### src/design/clock_fanout_pkg.sv
// constants shared by the clock fan-out design
// assumes one 125 MHz system clock that samples the reference and feedback pins
package clock_fanout_pkg;
   localparam int unsigned CLK_MHZ = 125;
   localparam int unsigned BANK_A_N = 5;
   localparam int unsigned BANK_B_N = 4;
   localparam int unsigned CNT_W = 16;
   localparam int unsigned STAB_W = 17;
   localparam int unsigned SYNC_W = 5;
   // lock time limit, in microseconds as specified
   localparam int unsigned STAB_TIME_US = 1000;
   // longest time in system clock cycles
   localparam int unsigned STAB_CYCLES_DEF = STAB_TIME_US * CLK_MHZ;
   localparam logic [CNT_W-1:0] LOCK_REF_CYCLES = 16'h0040;
   localparam logic [CNT_W-1:0] CNT_MAX = 16'hFFFF;
   localparam logic [CNT_W-1:0] CNT_ZERO = 16'h0000;
   localparam logic [CNT_W-1:0] CNT_ONE = 16'h0001;
   localparam logic [STAB_W-1:0] STAB_ZERO = 17'h00000;
   localparam logic [STAB_W-1:0] STAB_MAX = 17'h1FFFF;
   // bit positions in the synchroniser bundle
   localparam int unsigned SY_REF = 0;
   localparam int unsigned SY_FB = 1;
   localparam int unsigned SY_EN_A = 2;
   localparam int unsigned SY_EN_B = 3;
   localparam int unsigned SY_STRAP = 4;
endpackage : clock_fanout_pkg

### src/design/pin_sync.sv
// two-stage synchroniser for a bundle of asynchronous pins
// assumes pins are static or slow compared with clock_in
module pin_sync
   import clock_fanout_pkg::*;
#(
   parameter int unsigned W = SYNC_W
) (
   input wire logic clock_in,
   input wire logic rst_in,
   input wire logic ce_in,
   input wire logic [W-1:0] pins_in,
   output logic [W-1:0] synced_out
);
   typedef struct packed {
      logic [W-1:0] s1;
      logic [W-1:0] s2;
   } sync_state_t;

   sync_state_t st;
   sync_state_t next_st;

   always_comb begin
      next_st = st;
      if (ce_in) begin
         next_st.s1 = pins_in;
         next_st.s2 = st.s1;
      end
   end

   always_ff @(posedge clock_in or posedge rst_in) begin
      if (rst_in) begin
         st <= '0;
      end else begin
         st <= next_st;
      end
   end

   assign synced_out = st.s2;
endmodule : pin_sync

### src/design/clock_fanout.sv
// digital model of a phase-locked clock fan-out driver with two gated banks
// assumes the reference is slow enough to be sampled at 125 MHz (at least 4 cycles a period)
// assumes feedback_out is wired back to feedback_in on the board
// assumes rst_in is raised once before use; the device itself has no reset
// outside bypass, outputs come from an internal generator, which a sampled glitch on the reference pin restarts early
//
// Notes on behaviour
// - Nine copies of the reference are driven, five in bank a and four in bank b.
// - Outside bypass, each output is regenerated with a 50 percent duty cycle whatever the input duty.
// - Bank a outputs sit low while bank_a_enable is low and toggle when it is high.
// - Bank b outputs sit low while bank_b_enable is low and toggle when it is high.
// - Enabled outputs follow the reference in phase and frequency.
// - feedback_out is a dedicated copy at the reference frequency for loop feedback.
// - The loop shifts its phase until feedback_in rises together with the reference.
// - After start-up, a stopped reference, or a reference period or feedback phase off by over one clock, lock is lost and rebuilt.
// - Lock is reached within 1 ms; before lock no timing promise holds.
// - With analog_supply_strap low the loop is bypassed and the reference is buffered out.
module clock_fanout
   import clock_fanout_pkg::*;
#(
   parameter int unsigned STAB_CYCLES = STAB_CYCLES_DEF
) (
   input wire logic clock_in,
   input wire logic rst_in,
   input wire logic ce_in,
   input wire logic ref_clock_in,
   input wire logic feedback_in,
   input wire logic bank_a_enable,
   input wire logic bank_b_enable,
   input wire logic analog_supply_strap,
   output logic [BANK_A_N-1:0] bank_a_outputs,
   output logic [BANK_B_N-1:0] bank_b_outputs,
   output logic feedback_out,
   output logic lock_out
);
   typedef struct packed {
      logic ref_d;
      logic fb_d;
      logic [CNT_W-1:0] ref_cnt;
      logic [CNT_W-1:0] period;
      logic [CNT_W-1:0] gen_cnt;
      logic [CNT_W-1:0] adv;
      logic [CNT_W-1:0] fb_cnt;
      logic [CNT_W-1:0] stable;
      logic [STAB_W-1:0] stab_timer;
      logic locked;
      logic a_on;
      logic b_on;
      logic src_d;
      logic [BANK_A_N-1:0] bank_a;
      logic [BANK_B_N-1:0] bank_b;
      logic fb_o;
   } fanout_state_t;

   fanout_state_t st;
   fanout_state_t next_st;
   logic [SYNC_W-1:0] synced;

   // every pin, the strap too, crosses two flops before any logic reads it
   pin_sync #(
      .W(SYNC_W)
   ) u_sync (
      .clock_in(clock_in),
      .rst_in(rst_in),
      .ce_in(ce_in),
      .pins_in({analog_supply_strap, bank_b_enable, bank_a_enable, feedback_in, ref_clock_in}),
      .synced_out(synced)
   );

   logic ref_s;
   logic fb_s;
   logic bypass;

   assign ref_s = synced[SY_REF];
   assign fb_s = synced[SY_FB];
   // strap tied low means the loop is skipped
   assign bypass = ~synced[SY_STRAP];

   always_comb begin
      logic ref_rise;
      logic fb_rise;
      logic disturb;
      logic src;
      logic [CNT_W-1:0] new_period;
      logic [CNT_W-1:0] diff;
      logic [CNT_W-1:0] gen_nx;

      ref_rise = 1'b0;
      fb_rise = 1'b0;
      disturb = 1'b0;
      src = 1'b0;
      new_period = CNT_ZERO;
      diff = CNT_ZERO;
      gen_nx = CNT_ZERO;

      next_st = st;
      if (ce_in) begin
         ref_rise = ref_s & ~st.ref_d;
         fb_rise = fb_s & ~st.fb_d;
         next_st.ref_d = ref_s;
         next_st.fb_d = fb_s;

         if (st.ref_cnt != CNT_MAX) begin
            next_st.ref_cnt = st.ref_cnt + CNT_ONE;
         end
         // a saturated count means the reference has stopped
         if (st.ref_cnt == CNT_MAX) begin
            disturb = 1'b1;
         end

         // one clock of slack absorbs the sampling jitter of an asynchronous pin
         // period change is a disturbance
         if (ref_rise) begin
            new_period = CNT_MAX;
            if (st.ref_cnt != CNT_MAX) begin
               new_period = st.ref_cnt + CNT_ONE;
            end
            next_st.period = new_period;
            next_st.ref_cnt = CNT_ZERO;
            diff = (new_period > st.period) ? new_period - st.period : st.period - new_period;
            if (diff > CNT_ONE) begin
               disturb = 1'b1;
            end
         end

         // the generator wraps by itself, so outputs keep running if an edge is missed
         // restart the generator on each reference edge, early by adv
         if (ref_rise && !bypass) begin
            gen_nx = (st.adv < new_period) ? st.adv : CNT_ZERO;
         end else if (st.gen_cnt + CNT_ONE >= st.period) begin
            gen_nx = CNT_ZERO;
         end else begin
            gen_nx = st.gen_cnt + CNT_ONE;
         end
         next_st.gen_cnt = gen_nx;
         // loop delay is counted from the generator rise
         if (gen_nx == CNT_ZERO) begin
            next_st.fb_cnt = CNT_ZERO;
         end else if (st.fb_cnt != CNT_MAX) begin
            next_st.fb_cnt = st.fb_cnt + CNT_ONE;
         end

         // one step a period keeps the loop free of overshoot, at the cost of a long pull-in
         // step the advance toward the measured loop delay
         if (fb_rise && !bypass) begin
            if (st.fb_cnt > st.adv) begin
               next_st.adv = st.adv + CNT_ONE;
            end else if (st.fb_cnt < st.adv) begin
               next_st.adv = st.adv - CNT_ONE;
            end
            diff = (st.fb_cnt > st.adv) ? st.fb_cnt - st.adv : st.adv - st.fb_cnt;
            if (diff > CNT_ONE) begin
               disturb = 1'b1;
            end
         end

         // high for half the measured period
         src = (gen_nx < (st.period >> 1)) && (st.period != CNT_ZERO);
         // bypass buffers the sampled reference straight out
         if (bypass) begin
            src = ref_s;
         end
         next_st.src_d = src;

         // enables are taken only while the output is low, so no runt pulses
         if (!st.src_d) begin
            next_st.a_on = synced[SY_EN_A];
            next_st.b_on = synced[SY_EN_B];
         end

         // bank a gated low when disabled
         next_st.bank_a = {BANK_A_N{src & next_st.a_on}};

         // bank b gated low when disabled
         next_st.bank_b = {BANK_B_N{src & next_st.b_on}};

         next_st.fb_o = src;

         // bypass holds lock low, since the loop is not in the path then
         // any disturbance restarts the lock process
         if (disturb || bypass) begin
            next_st.stable = CNT_ZERO;
            next_st.stab_timer = STAB_ZERO;
            next_st.locked = 1'b0;
         end else begin
            if (ref_rise && st.stable != CNT_MAX) begin
               next_st.stable = st.stable + CNT_ONE;
            end
            if (st.stab_timer != STAB_MAX) begin
               next_st.stab_timer = st.stab_timer + 17'h00001;
            end
            // lock after enough stable reference periods
            if (st.stable >= LOCK_REF_CYCLES) begin
               next_st.locked = 1'b1;
            end
            // timer fallback covers references too slow to count enough periods in time
            // never wait past the stabilisation limit while a reference runs
            if (32'(st.stab_timer) >= STAB_CYCLES && st.period != CNT_ZERO) begin
               next_st.locked = 1'b1;
            end
         end
      end
   end

   always_ff @(posedge clock_in or posedge rst_in) begin
      if (rst_in) begin
         st <= '0;
      end else begin
         st <= next_st;
      end
   end

   // nine registered copies in two banks
   assign bank_a_outputs = st.bank_a;
   assign bank_b_outputs = st.bank_b;
   assign feedback_out = st.fb_o;
   assign lock_out = st.locked;
endmodule : clock_fanout

### config.mk
export PLATFORM = sky130hd
export DESIGN_NAME = clock_fanout
export DESIGN_NICKNAME = d
export VERILOG_FILES = /design/src/design/clock_fanout_pkg.sv /design/src/design/pin_sync.sv /design/src/design/clock_fanout.sv
export SDC_FILE = /design/constraint.sdc
export NUM_CORES = 1
export LEC_CHECK = 0
export BUFFER_PORTS_ARGS = -buffer_cell sky130_fd_sc_hd__buf_2
export CAP_MARGIN = 5
export CORE_MARGIN = 1.5
export CORE_UTILIZATION = 40
export DETAILED_ROUTE_END_ITERATION = 12
export PLACE_DENSITY_LB_ADDON = 0.1
export REMOVE_ABC_BUFFERS = 1
export SYNTH_ARGS = -nofsm -noshare
export SYNTH_HDL_FRONTEND = slang
export SYNTH_HIERARCHICAL = 1
export SYNTH_SLANG_ARGS = --single-unit
### constraint.sdc
create_clock -name clock_in -period 13.6 [get_ports clock_in]
set_clock_uncertainty 0.1 [all_clocks]
set_input_delay 1.36 -clock clock_in [delete_from_list [all_inputs] [get_ports clock_in]]
set_output_delay 1.36 -clock clock_in [all_outputs]
set_load 0.05 [all_outputs]
# == After elaboration in Yosys (flattened, before gate mapping) ==
# Cells that the tools add are included.
# W data, S select, Z words.
# classes
add_sub_neg,11
order_cmp,10
eq_ne,5
n_mux,32
bitwise_logic,7
reduce_logical,21
# ops
operator,n
$mux W16,17
$add A16 B1 Y16 const B,5
$sub A16 B16 Y16,4
$ne A16 B16 Y1 const B,3
$mux W34,1
$gt A16 B1 Y1 const B,2
$gt A16 B16 Y1,2
$lt A16 B16 Y1,2
$mux W32,1
$add A17 B1 Y17 const B,1
$ge A17 B17 Y1 const B,1
$mux W17,1
$ne A17 B17 Y1 const B,1
$eq A16 B16 Y1 const B,1
$ge A16 B16 Y1,1
$ge A16 B7 Y1 const B,1
$logic_not A16 Y1,1
$lt A16 B15 Y1,1
$reduce_bool A16 Y1,1
$sub A16 B1 Y16 const B,1
$reduce_and A2 Y1,6
$mux W1,10
$reduce_bool A2 Y1,5
$logic_and A1 B1 Y1,5
other kinds (6),12
# totals
ff_bits,131
output_inout_bits,11
wordCells,103

# == Longest topological paths before layout ==
# Gate-level depths: netlist of the first run.
# logic_depth
depth_word,15
mapped_depth,30
mapped_depth_nobuf,29

# == Hierarchy ==
# Netlist of the first run, hierarchy kept.
# by_module_without_submodules
module,n_inst,cells_each,area_each_um2,seq_area_each_um2
clock_fanout,1,1349,11118.2,3027.9
pin_sync,1,27,452.9,250.2

# == Least setup slack after synthesis of the first run ==
# No wires, ideal clock.
# synth_path
kind,flip-flop to flip-flop
startpoint,register st[111] in the netlist's numbering
endpoint,"register, netlist name bank_a_outputs[0]"
setup_time_ns,0.141
arrival_ns,5.518
t_required_ns,13.359
slack_ns,7.841
stages_incl_launch_ff,31
period_less_slack_ns,5.759
cell_sequence,dfrtp_1 > ha_1 > clkbuf_1 > nand4_1 > nor4_2 > nand3_1 > clkbuf_1 > and2_1 > inv_1 > nand2_1 > ha_1 > a21o_1 > a21o_1 > a21o_1 > a21o_1 > a21o_1 > a21o_1 > a211o_1 > o31ai_2 > buf_2 > a22o_1 > ha_1 > a21o_1 > a21o_1 > a21oi_1 > o211a_1 > nand2_1 > nand4_1 > a31o_2 > a31oi_1 > a211oi_1
# synth_between
elab_chain_cells,15
# synth_rtl
element,line_no,rtl
from (decl),clock_fanout.sv:55,fanout_state_t st;
from (signal assigned),clock_fanout.sv:209,st <= next_st;
$add A16 B1 Y16 or $ne A16 B16 Y1 (tied branches),"clock_fanout.sv:116, clock_fanout.sv:115",
$mux W16 *,clock_fanout.sv:115,if (st.ref_cnt != CNT_MAX) begin
$mux W16 *,clock_fanout.sv:113,if (ref_rise) begin
$mux W16 *,clock_fanout.sv:97,if (ce_in) begin
$mux W16 *,clock_fanout.sv:113,
$mux W16 *,clock_fanout.sv:97,
$lt A16 B16 Y1 *,clock_fanout.sv:129,gen_nx = (st.adv < new_period) ? st.adv : CNT_ZERO;
$mux W16 *,clock_fanout.sv:129,
$mux W16 *,clock_fanout.sv:128,if (ref_rise && !bypass) begin
$mux W16 *,clock_fanout.sv:97,
$lt A16 B15 Y1 *,clock_fanout.sv:158,src = (gen_nx < (st.period >> 1)) && (st.period != CNT_ZERO);
$logic_and A1 B1 Y1 *,clock_fanout.sv:158,
$mux W1 *,clock_fanout.sv:160,if (bypass) begin
$mux W1 *,clock_fanout.sv:97,
$and A1 B1 Y1 *,clock_fanout.sv:172,next_st.bank_a = {BANK_A_N{src & next_st.a_on}};
# Mark *: on every way between the ends. The rest lies on a longest branch, timed or not. The select of a mux whose other input is x is not followed.
# A chain may end at the register's enable or synchronous reset.

# == Worst setup path in the final report of the first run ==
# layout_path
startpoint,register st[111] in the netlist's numbering
endpoint,register st[27] in the netlist's numbering
# layout_between
elab_chain_cells,15
# layout_rtl
element,line_no,rtl
$add A16 B1 Y16 or $ne A16 B16 Y1 (tied branches),"clock_fanout.sv:116, clock_fanout.sv:115",
$mux W16,clock_fanout.sv:115,
$mux W16,clock_fanout.sv:113,
$mux W16,clock_fanout.sv:97,
$sub A16 B16 Y16 or $gt A16 B16 Y1 (tied branches),clock_fanout.sv:120,diff = (new_period > st.period) ? new_period - st.period : st.period - new_period;
$mux W16,clock_fanout.sv:120,
$gt A16 B1 Y1,clock_fanout.sv:121,if (diff > CNT_ONE) begin
$mux W1,clock_fanout.sv:121,
$mux W1 *,clock_fanout.sv:113,
$mux W1,clock_fanout.sv:152,if (diff > CNT_ONE) begin
$mux W1 *,clock_fanout.sv:145,if (fb_rise && !bypass) begin
$mux W1 *,clock_fanout.sv:97,
$logic_or A1 B1 Y1 *,clock_fanout.sv:181,if (disturb || bypass) begin
$reduce_bool A2 Y1 (no line),-,
$reduce_and A2 Y1 (no line),-,
# Marked as above.

==> results.ini, run 1 <==
[timing]
drv_slew=0
rsz0062_at_grt=no
setup_viol=0
tightest_slew_ns=1.15
relSlewSlack_pct=23.0
fin_tns_setup_ns=0
hold_viol_final=0
finalCritPeriodShare_pct=53.6
final.min_clock_period_ns=7.29
fmax_mhz=137

[yosys]
syn_inst=1376
yosysMostFrequentCell=dfrtp_1
netlist_area_um2=11600
syn_area_per_cell_um2=8.41
async_flop_share_pct=100
ys_seq_area_share_pct=28.3
synthFlopType=dfrtp_1
synthDistinctLibCells=79
synth_top_area_cell=dfrtp_1
synth_edf_count=0
yosysTopAreaCellShare_pct=28.3
ys_warn_count=6
yosys-top-cells-count=131 x dfrtp_1, 129 x ha_1, 127 x nand2_1, 115 x nor2_1, 111 x inv_1
synth.top_cells.by_area=dfrtp_1 28%, ha_1 14%, nand2_1 4.1%
synth_seq_cells=131

[power_and_ir_drop]
internal_power_mw=1.53
ir_drop_uv=84.7
p_clk_share_pct=16.9
p_comb_share_pct=62.6
powerDensity_nw_per_um2=234
power_frac_seq_pct=20.4
swShare_pct=47.5
leakage_nw=5.74
p_sw_mw=1.39
p_total_mw=2.92

[clocking]
cts_resized=0
cts-hold-fix-buffers=0
cts_tree=yes
htree_levels=4
clock-sinks=131
path_clk_slew_ns=0.07
cts.path.max_buffers=2
cts_root_buf=clkbuf_16
clock_latency_ns=0.43
numCtsBuffers=17
cts_setup_buffers=0

[routing]
wirelength_um=31300
vias=9652
drt_pass1_iterations=6
post_drt_wl_per_cell_um=17.8
drc=0
viasPerCell=5.49
antenna_left=0
dr.first_iter.drc_count=669

[hold_path]
worstHoldPathType=flip-flop to flip-flop
min_path_cells=1

[final_layout]
drive_gt1_share_pct=8.15
syn_to_final_growth_pct=8.05
fillCellCount=2841
nets=1503
final_util_pct=43.7
num_antenna_cells=0
stdcell_count=1758

[grt]
grt_max_degree=73
grt_pass1_vias=9489
antenna_found_initial=1
grt_pass1_wl_um=51200
grt_overflow_total=0
grt_usage_pct=21.5

[critical_path]
path_cells=ha_1 -> nand4_1 -> nor4_2 -> nand3_1 -> and2_1 -> inv_1 -> ha_1 -> a21oi_1 -> o21ai_0 -> a221oi_2 -> a21oi_1 -> buf_4 -> mux2i_1 -> xor2_1 -> nand4_1 -> nor4_1 -> nand4_1 -> a21oi_1 -> nor2_1 -> buf_4 -> a21oi_1
worst-path-stages=21
cp-end-kind=flip-flop
cp_data_required_time_ns=13.85
ff2ff_path_depth=21
crit_type=flip-flop to flip-flop
worst_path_largest_cell_delay_ns=0.78
cp_common_cell=a21oi_1
path_delay_family=simple AND/OR/NAND/NOR gates
arrival_ns=7.54
crit_buf_inv=3
cpMaxStageDelayCell=a21oi_1
crit_fanout=16
start_kind=flip-flop

[floorplanning]
die_h_um=173
rows=62
die-area_um2=30000
initial_core_util_pct=40.4
ios=19
core_area_um2=28600
dieWidth_um=173

[run]
cap_violations=0

[place]
hpwl_um=23800
io_buffer_count=18
gp_routability_congestion=0.947
dp_cells=1726

[outcome]
status=completed

## area by class of cell
class,count,area (um2),area share [%]
inverters,112,425,3.40
flip-flops and latches,131,3280,26.2
clock buffers,19,443,3.54
repair buffers,30,180,1.44
multi-input cells,1069,7520,60.2
well taps,384,480,3.84
clock inverters,13,174,1.39
## routing by layer
layer / global-route usage [%] / wire length [um]
met2: 34.5 / 14300
met5: 0 / 11
met4: 6.30 / 508
met1: 30.0 / 15700
met3: 3.10 / 854
## power groups by stage
| stage | clock [mW] | sequential [mW] | combinational (mW) |
|---|---|---|---|
| 2_1_floorplan | 0 | 0.601 | 1.36 |
| 3_3_place_gp | 0 | 0.601 | 1.81 |
| 3_5_place_dp | 0 | 0.604 | 1.81 |
| 4_1_cts | 0.508 | 0.598 | 1.82 |
| 5_1_grt | 0.525 | 0.613 | 2.04 |
| 6_report | 0.494 | 0.597 | 1.83 |
## kinds of logic after synthesis
kind of cell,after synthesis,share of synthesized area [%]
buffers and inverters,176,6.67
XOR/XNOR,97,7.34
multiplexers,39,3.97
adder cells (fa/ha/maj),134,14.8
AO/OA/AOI/OAI,345,19.7
AND/OR/NAND/NOR,454,19.2
flip-flops,131,28.3
## sequential cells by signal, summed over array words and instances (netlist names)
register and cells:
bank_a_outputs 1, bank_b_outputs 1, feedback_out 1, lock_out 1
st 117, u_sync/st 5, u_sync/synced_out 5
## path summary, 6_finish.rpt
kind / startpoint / end / slack [ns]
setup reg to reg: st[111]$_DFFE_PP0P_ / st[27]$_DFFE_PP0P_ / 6.31
setup / recovery: st[111]$_DFFE_PP0P_ / st[27]$_DFFE_PP0P_ / 6.31
hold reg to reg: st[127]$_DFFE_PP0P_ / st[127]$_DFFE_PP0P_ / 0.40
min in group asynchronous: rst_in / u_sync/st[5]$_DFFE_PP0P_ / 0.87
max in group asynchronous: rst_in / st[39]$_DFFE_PP0P_ / 11.29
hold / removal: st[127]$_DFFE_PP0P_ / st[127]$_DFFE_PP0P_ / 0.40
## layout by cell type (no fill, tap or decap), drive strengths merged, types with 31 or more instances in the layout
master and instances:
dfrtp 131, ha 129, nand2 127, inv 117, nor2 115, o21ai 87, a21oi 81, xnor2 52
xor2 45, nand3 41, nand4 41, a21o 31
## metrics by stage
step	setup slack [ns]	hold slack, ns	cell area, um2
after floorplan	7.60	0.366	11200
after global placement	6.50	0.388	11900
after detailed placement	6.40	0.397	11900
after CTS	6.38	0.415	12500
after global routing	5.62	0.429	12500
final	6.31	0.405	12500
## worst reg2reg max path, stage by stage, from the launching register on
cell      delay, ns
dfrtp_1        0.46
ha_1           0.32
nand4_1        0.17
nor4_2         0.38
nand3_1        0.58
and2_1         0.38
inv_1          0.09
ha_1           0.31
a21oi_1        0.16
o21ai_0        0.30
a221oi_2       0.13
a21oi_1        0.74
buf_4          0.33
mux2i_1        0.31
xor2_1         0.17
nand4_1        0.13
nor4_1         0.29
nand4_1        0.30
a21oi_1        0.78
nor2_1         0.38
buf_4          0.29
a21oi_1        0.12
No activity file was read; power rests on OpenSTA's default activity.
==> run 2, diff against run 1 <==
- clock period: 13.6 -> 6.1 ns (I/O delays scaled with it)
==> run 2 against run 1 <==
  * Via count is 2.1% higher
  * Setup slack worse by 5.9 ns
  * Core utilization is 0.84 points higher
  * Critical path depth is 9 higher
  * Global-route usage is 0.25 points higher
  * Clock power is 130% higher
  * Sequential power is 110% higher
==> results.ini, run 2 (synthesis results as in run 1) <==
[outcome]
status=completed

[final_layout]
top_register=st
largest_reg_flops=117
num_antenna_cells=0
syn_to_final_growth_pct=10.1
layout_commonest_cell=dfrtp_1
stdcell_count=1779
final_util_pct=44.5
drive_gt1_share_pct=10.1
nets=1525
layout_common_cells=130 x dfrtp_1, 128 x ha_1, 127 x nand2_1, 113 x nor2_1, 110 x inv_1

[critical_path]
cp-end-kind=flip-flop
cpMaxStageDelayCell=dfrtp_1
ff2ff_path_depth=30
cp_data_required_time_ns=6.30
ff2ff_setup_slack_ns=0.41
crit_type=flip-flop to flip-flop
r2r-start=st[115]$_DFFE_PP0P_
worst_path_largest_cell_delay_ns=0.41
start_kind=flip-flop
r2r_end=bank_b_outputs[0]$_DFFE_PP0P_
cp-startpoint=st[115]$_DFFE_PP0P_
cp_common_cell=a21o_1
crit_fanout=11
worstSetupEndpoint=bank_b_outputs[0]$_DFFE_PP0P_
arrival_ns=5.89

[routing]
post_drt_wl_per_cell_um=17.7
dr.first_iter.drc_count=678
drt_pass1_iterations=5
antenna_left=0
drc=0
viasPerCell=5.54
vias=9850
wirelength_um=31500

[power_and_ir_drop]
swShare_pct=46.6
ir_drop_uv=240
p_comb_share_pct=63.8
internal_power_mw=3.56
power_frac_seq_pct=18.8
p_sw_mw=3.11
p_clk_share_pct=17.4
leakage_nw=5.86
p_total_mw=6.67
powerDensity_nw_per_um2=523

[place]
dp_cells=1744
io_buffer_count=18
gp_routability_congestion=0.939
hpwl_um=23900

[clocking]
clock-sinks=131
numCtsBuffers=17
cts.path.max_buffers=2
cts_tree=yes
cts-hold-fix-buffers=0
clock_latency_ns=0.43
path_clk_slew_ns=0.06
htree_levels=4
cts_root_buf=clkbuf_16

[floorplanning]
ios=19
rows=62
die-area_um2=30000
core_area_um2=28600
dieWidth_um=173
die_h_um=173
initial_core_util_pct=40.4

[timing]
hold_viol_final=0
relSlewSlack_pct=15.3
rsz0062_at_grt=no
tightest_slew_ns=1.26
fin_tns_setup_ns=0
final.min_clock_period_ns=5.69
drv_slew=0
fmax_mhz=176
setup_viol=0
finalCritPeriodShare_pct=93.3

[grt]
antenna_found_initial=0
grt_pass1_wl_um=51700
grt_max_degree=65
grt_overflow_total=0
grt_pass1_vias=9637
grt_usage_pct=21.7

[run]
cap_violations=0

[hold_path]
worstHoldPathType=primary input to async pin

[run 2: how the worst min path moves through the flow]
stage / slack (ns) / end
3_5_place_dp: 0.40 / u_sync/synced_out[2]$_DFFE_PP0P_
2_1_floorplan: 0.35 / u_sync/st[5]$_DFFE_PP0P_
6_report: 0.11 / u_sync/st[5]$_DFFE_PP0P_
4_1_cts: 0.1 / u_sync/st[5]$_DFFE_PP0P_
5_1_grt: 0.13 / u_sync/st[7]$_DFFE_PP0P_
3_3_place_gp: 0.38 / st[127]$_DFFE_PP0P_
[run 2: layout make-up]
cell class	count	area, um2
clock buffers	19	443
multi-input cells	1069	7560
well taps	384	480
clock inverters	12	204
fillers	2823	15900
inverters	112	425
flip-flops and latches	131	3280
repair buffers	52	349
[run 2: timing repair]
action / 4_1_cts / 5_1_grt
endpoints found under the setup margin: 0 / 37
buffers inserted: 0 / 4
gates resized for setup: 0 / 11
[run 2: critical path: cells and delay by family (launching register included)]
family / cells / cell delay (ns)
simple gates: 10 / 1.53
compound gates: 14 / 2.47
xor+xnor: 1 / 0.15
flops: 1 / 0.41
buf+inv: 3 / 0.43
fa+ha+maj: 2 / 0.46
[run 2: stage by stage]
step	worst slack [ns]	area, um2	hold slack [ns]
2_1_floorplan	0.101	11200	0.350
3_3_place_gp	0.375	12000	0.383
3_5_place_dp	0.164	12000	0.397
4_1_cts	0.160	12700	0.0980
5_1_grt	0.00251	12700	0.131
6_report	0.412	12700	0.109
[run 2: routing by layer]
layer / part of all wire, % / global-route usage [%]
met1: 49 / 29.9
met2: 45 / 34.3
met3: 3.6 / 3.83
met4: 2.3 / 7.57
met5: 0 / 0
[run 2: power groups by stage]
stage / combinational, mW / clock, mW / sequential (mW)
finish: 4.25 / 1.16 / 1.26
global route: 4.75 / 1.23 / 1.29
CTS: 4.19 / 1.19 / 1.26
detailed placement: 4.17 / 0 / 1.27
global placement: 4.16 / 0 / 1.27
floorplan: 3.04 / 0 / 1.34
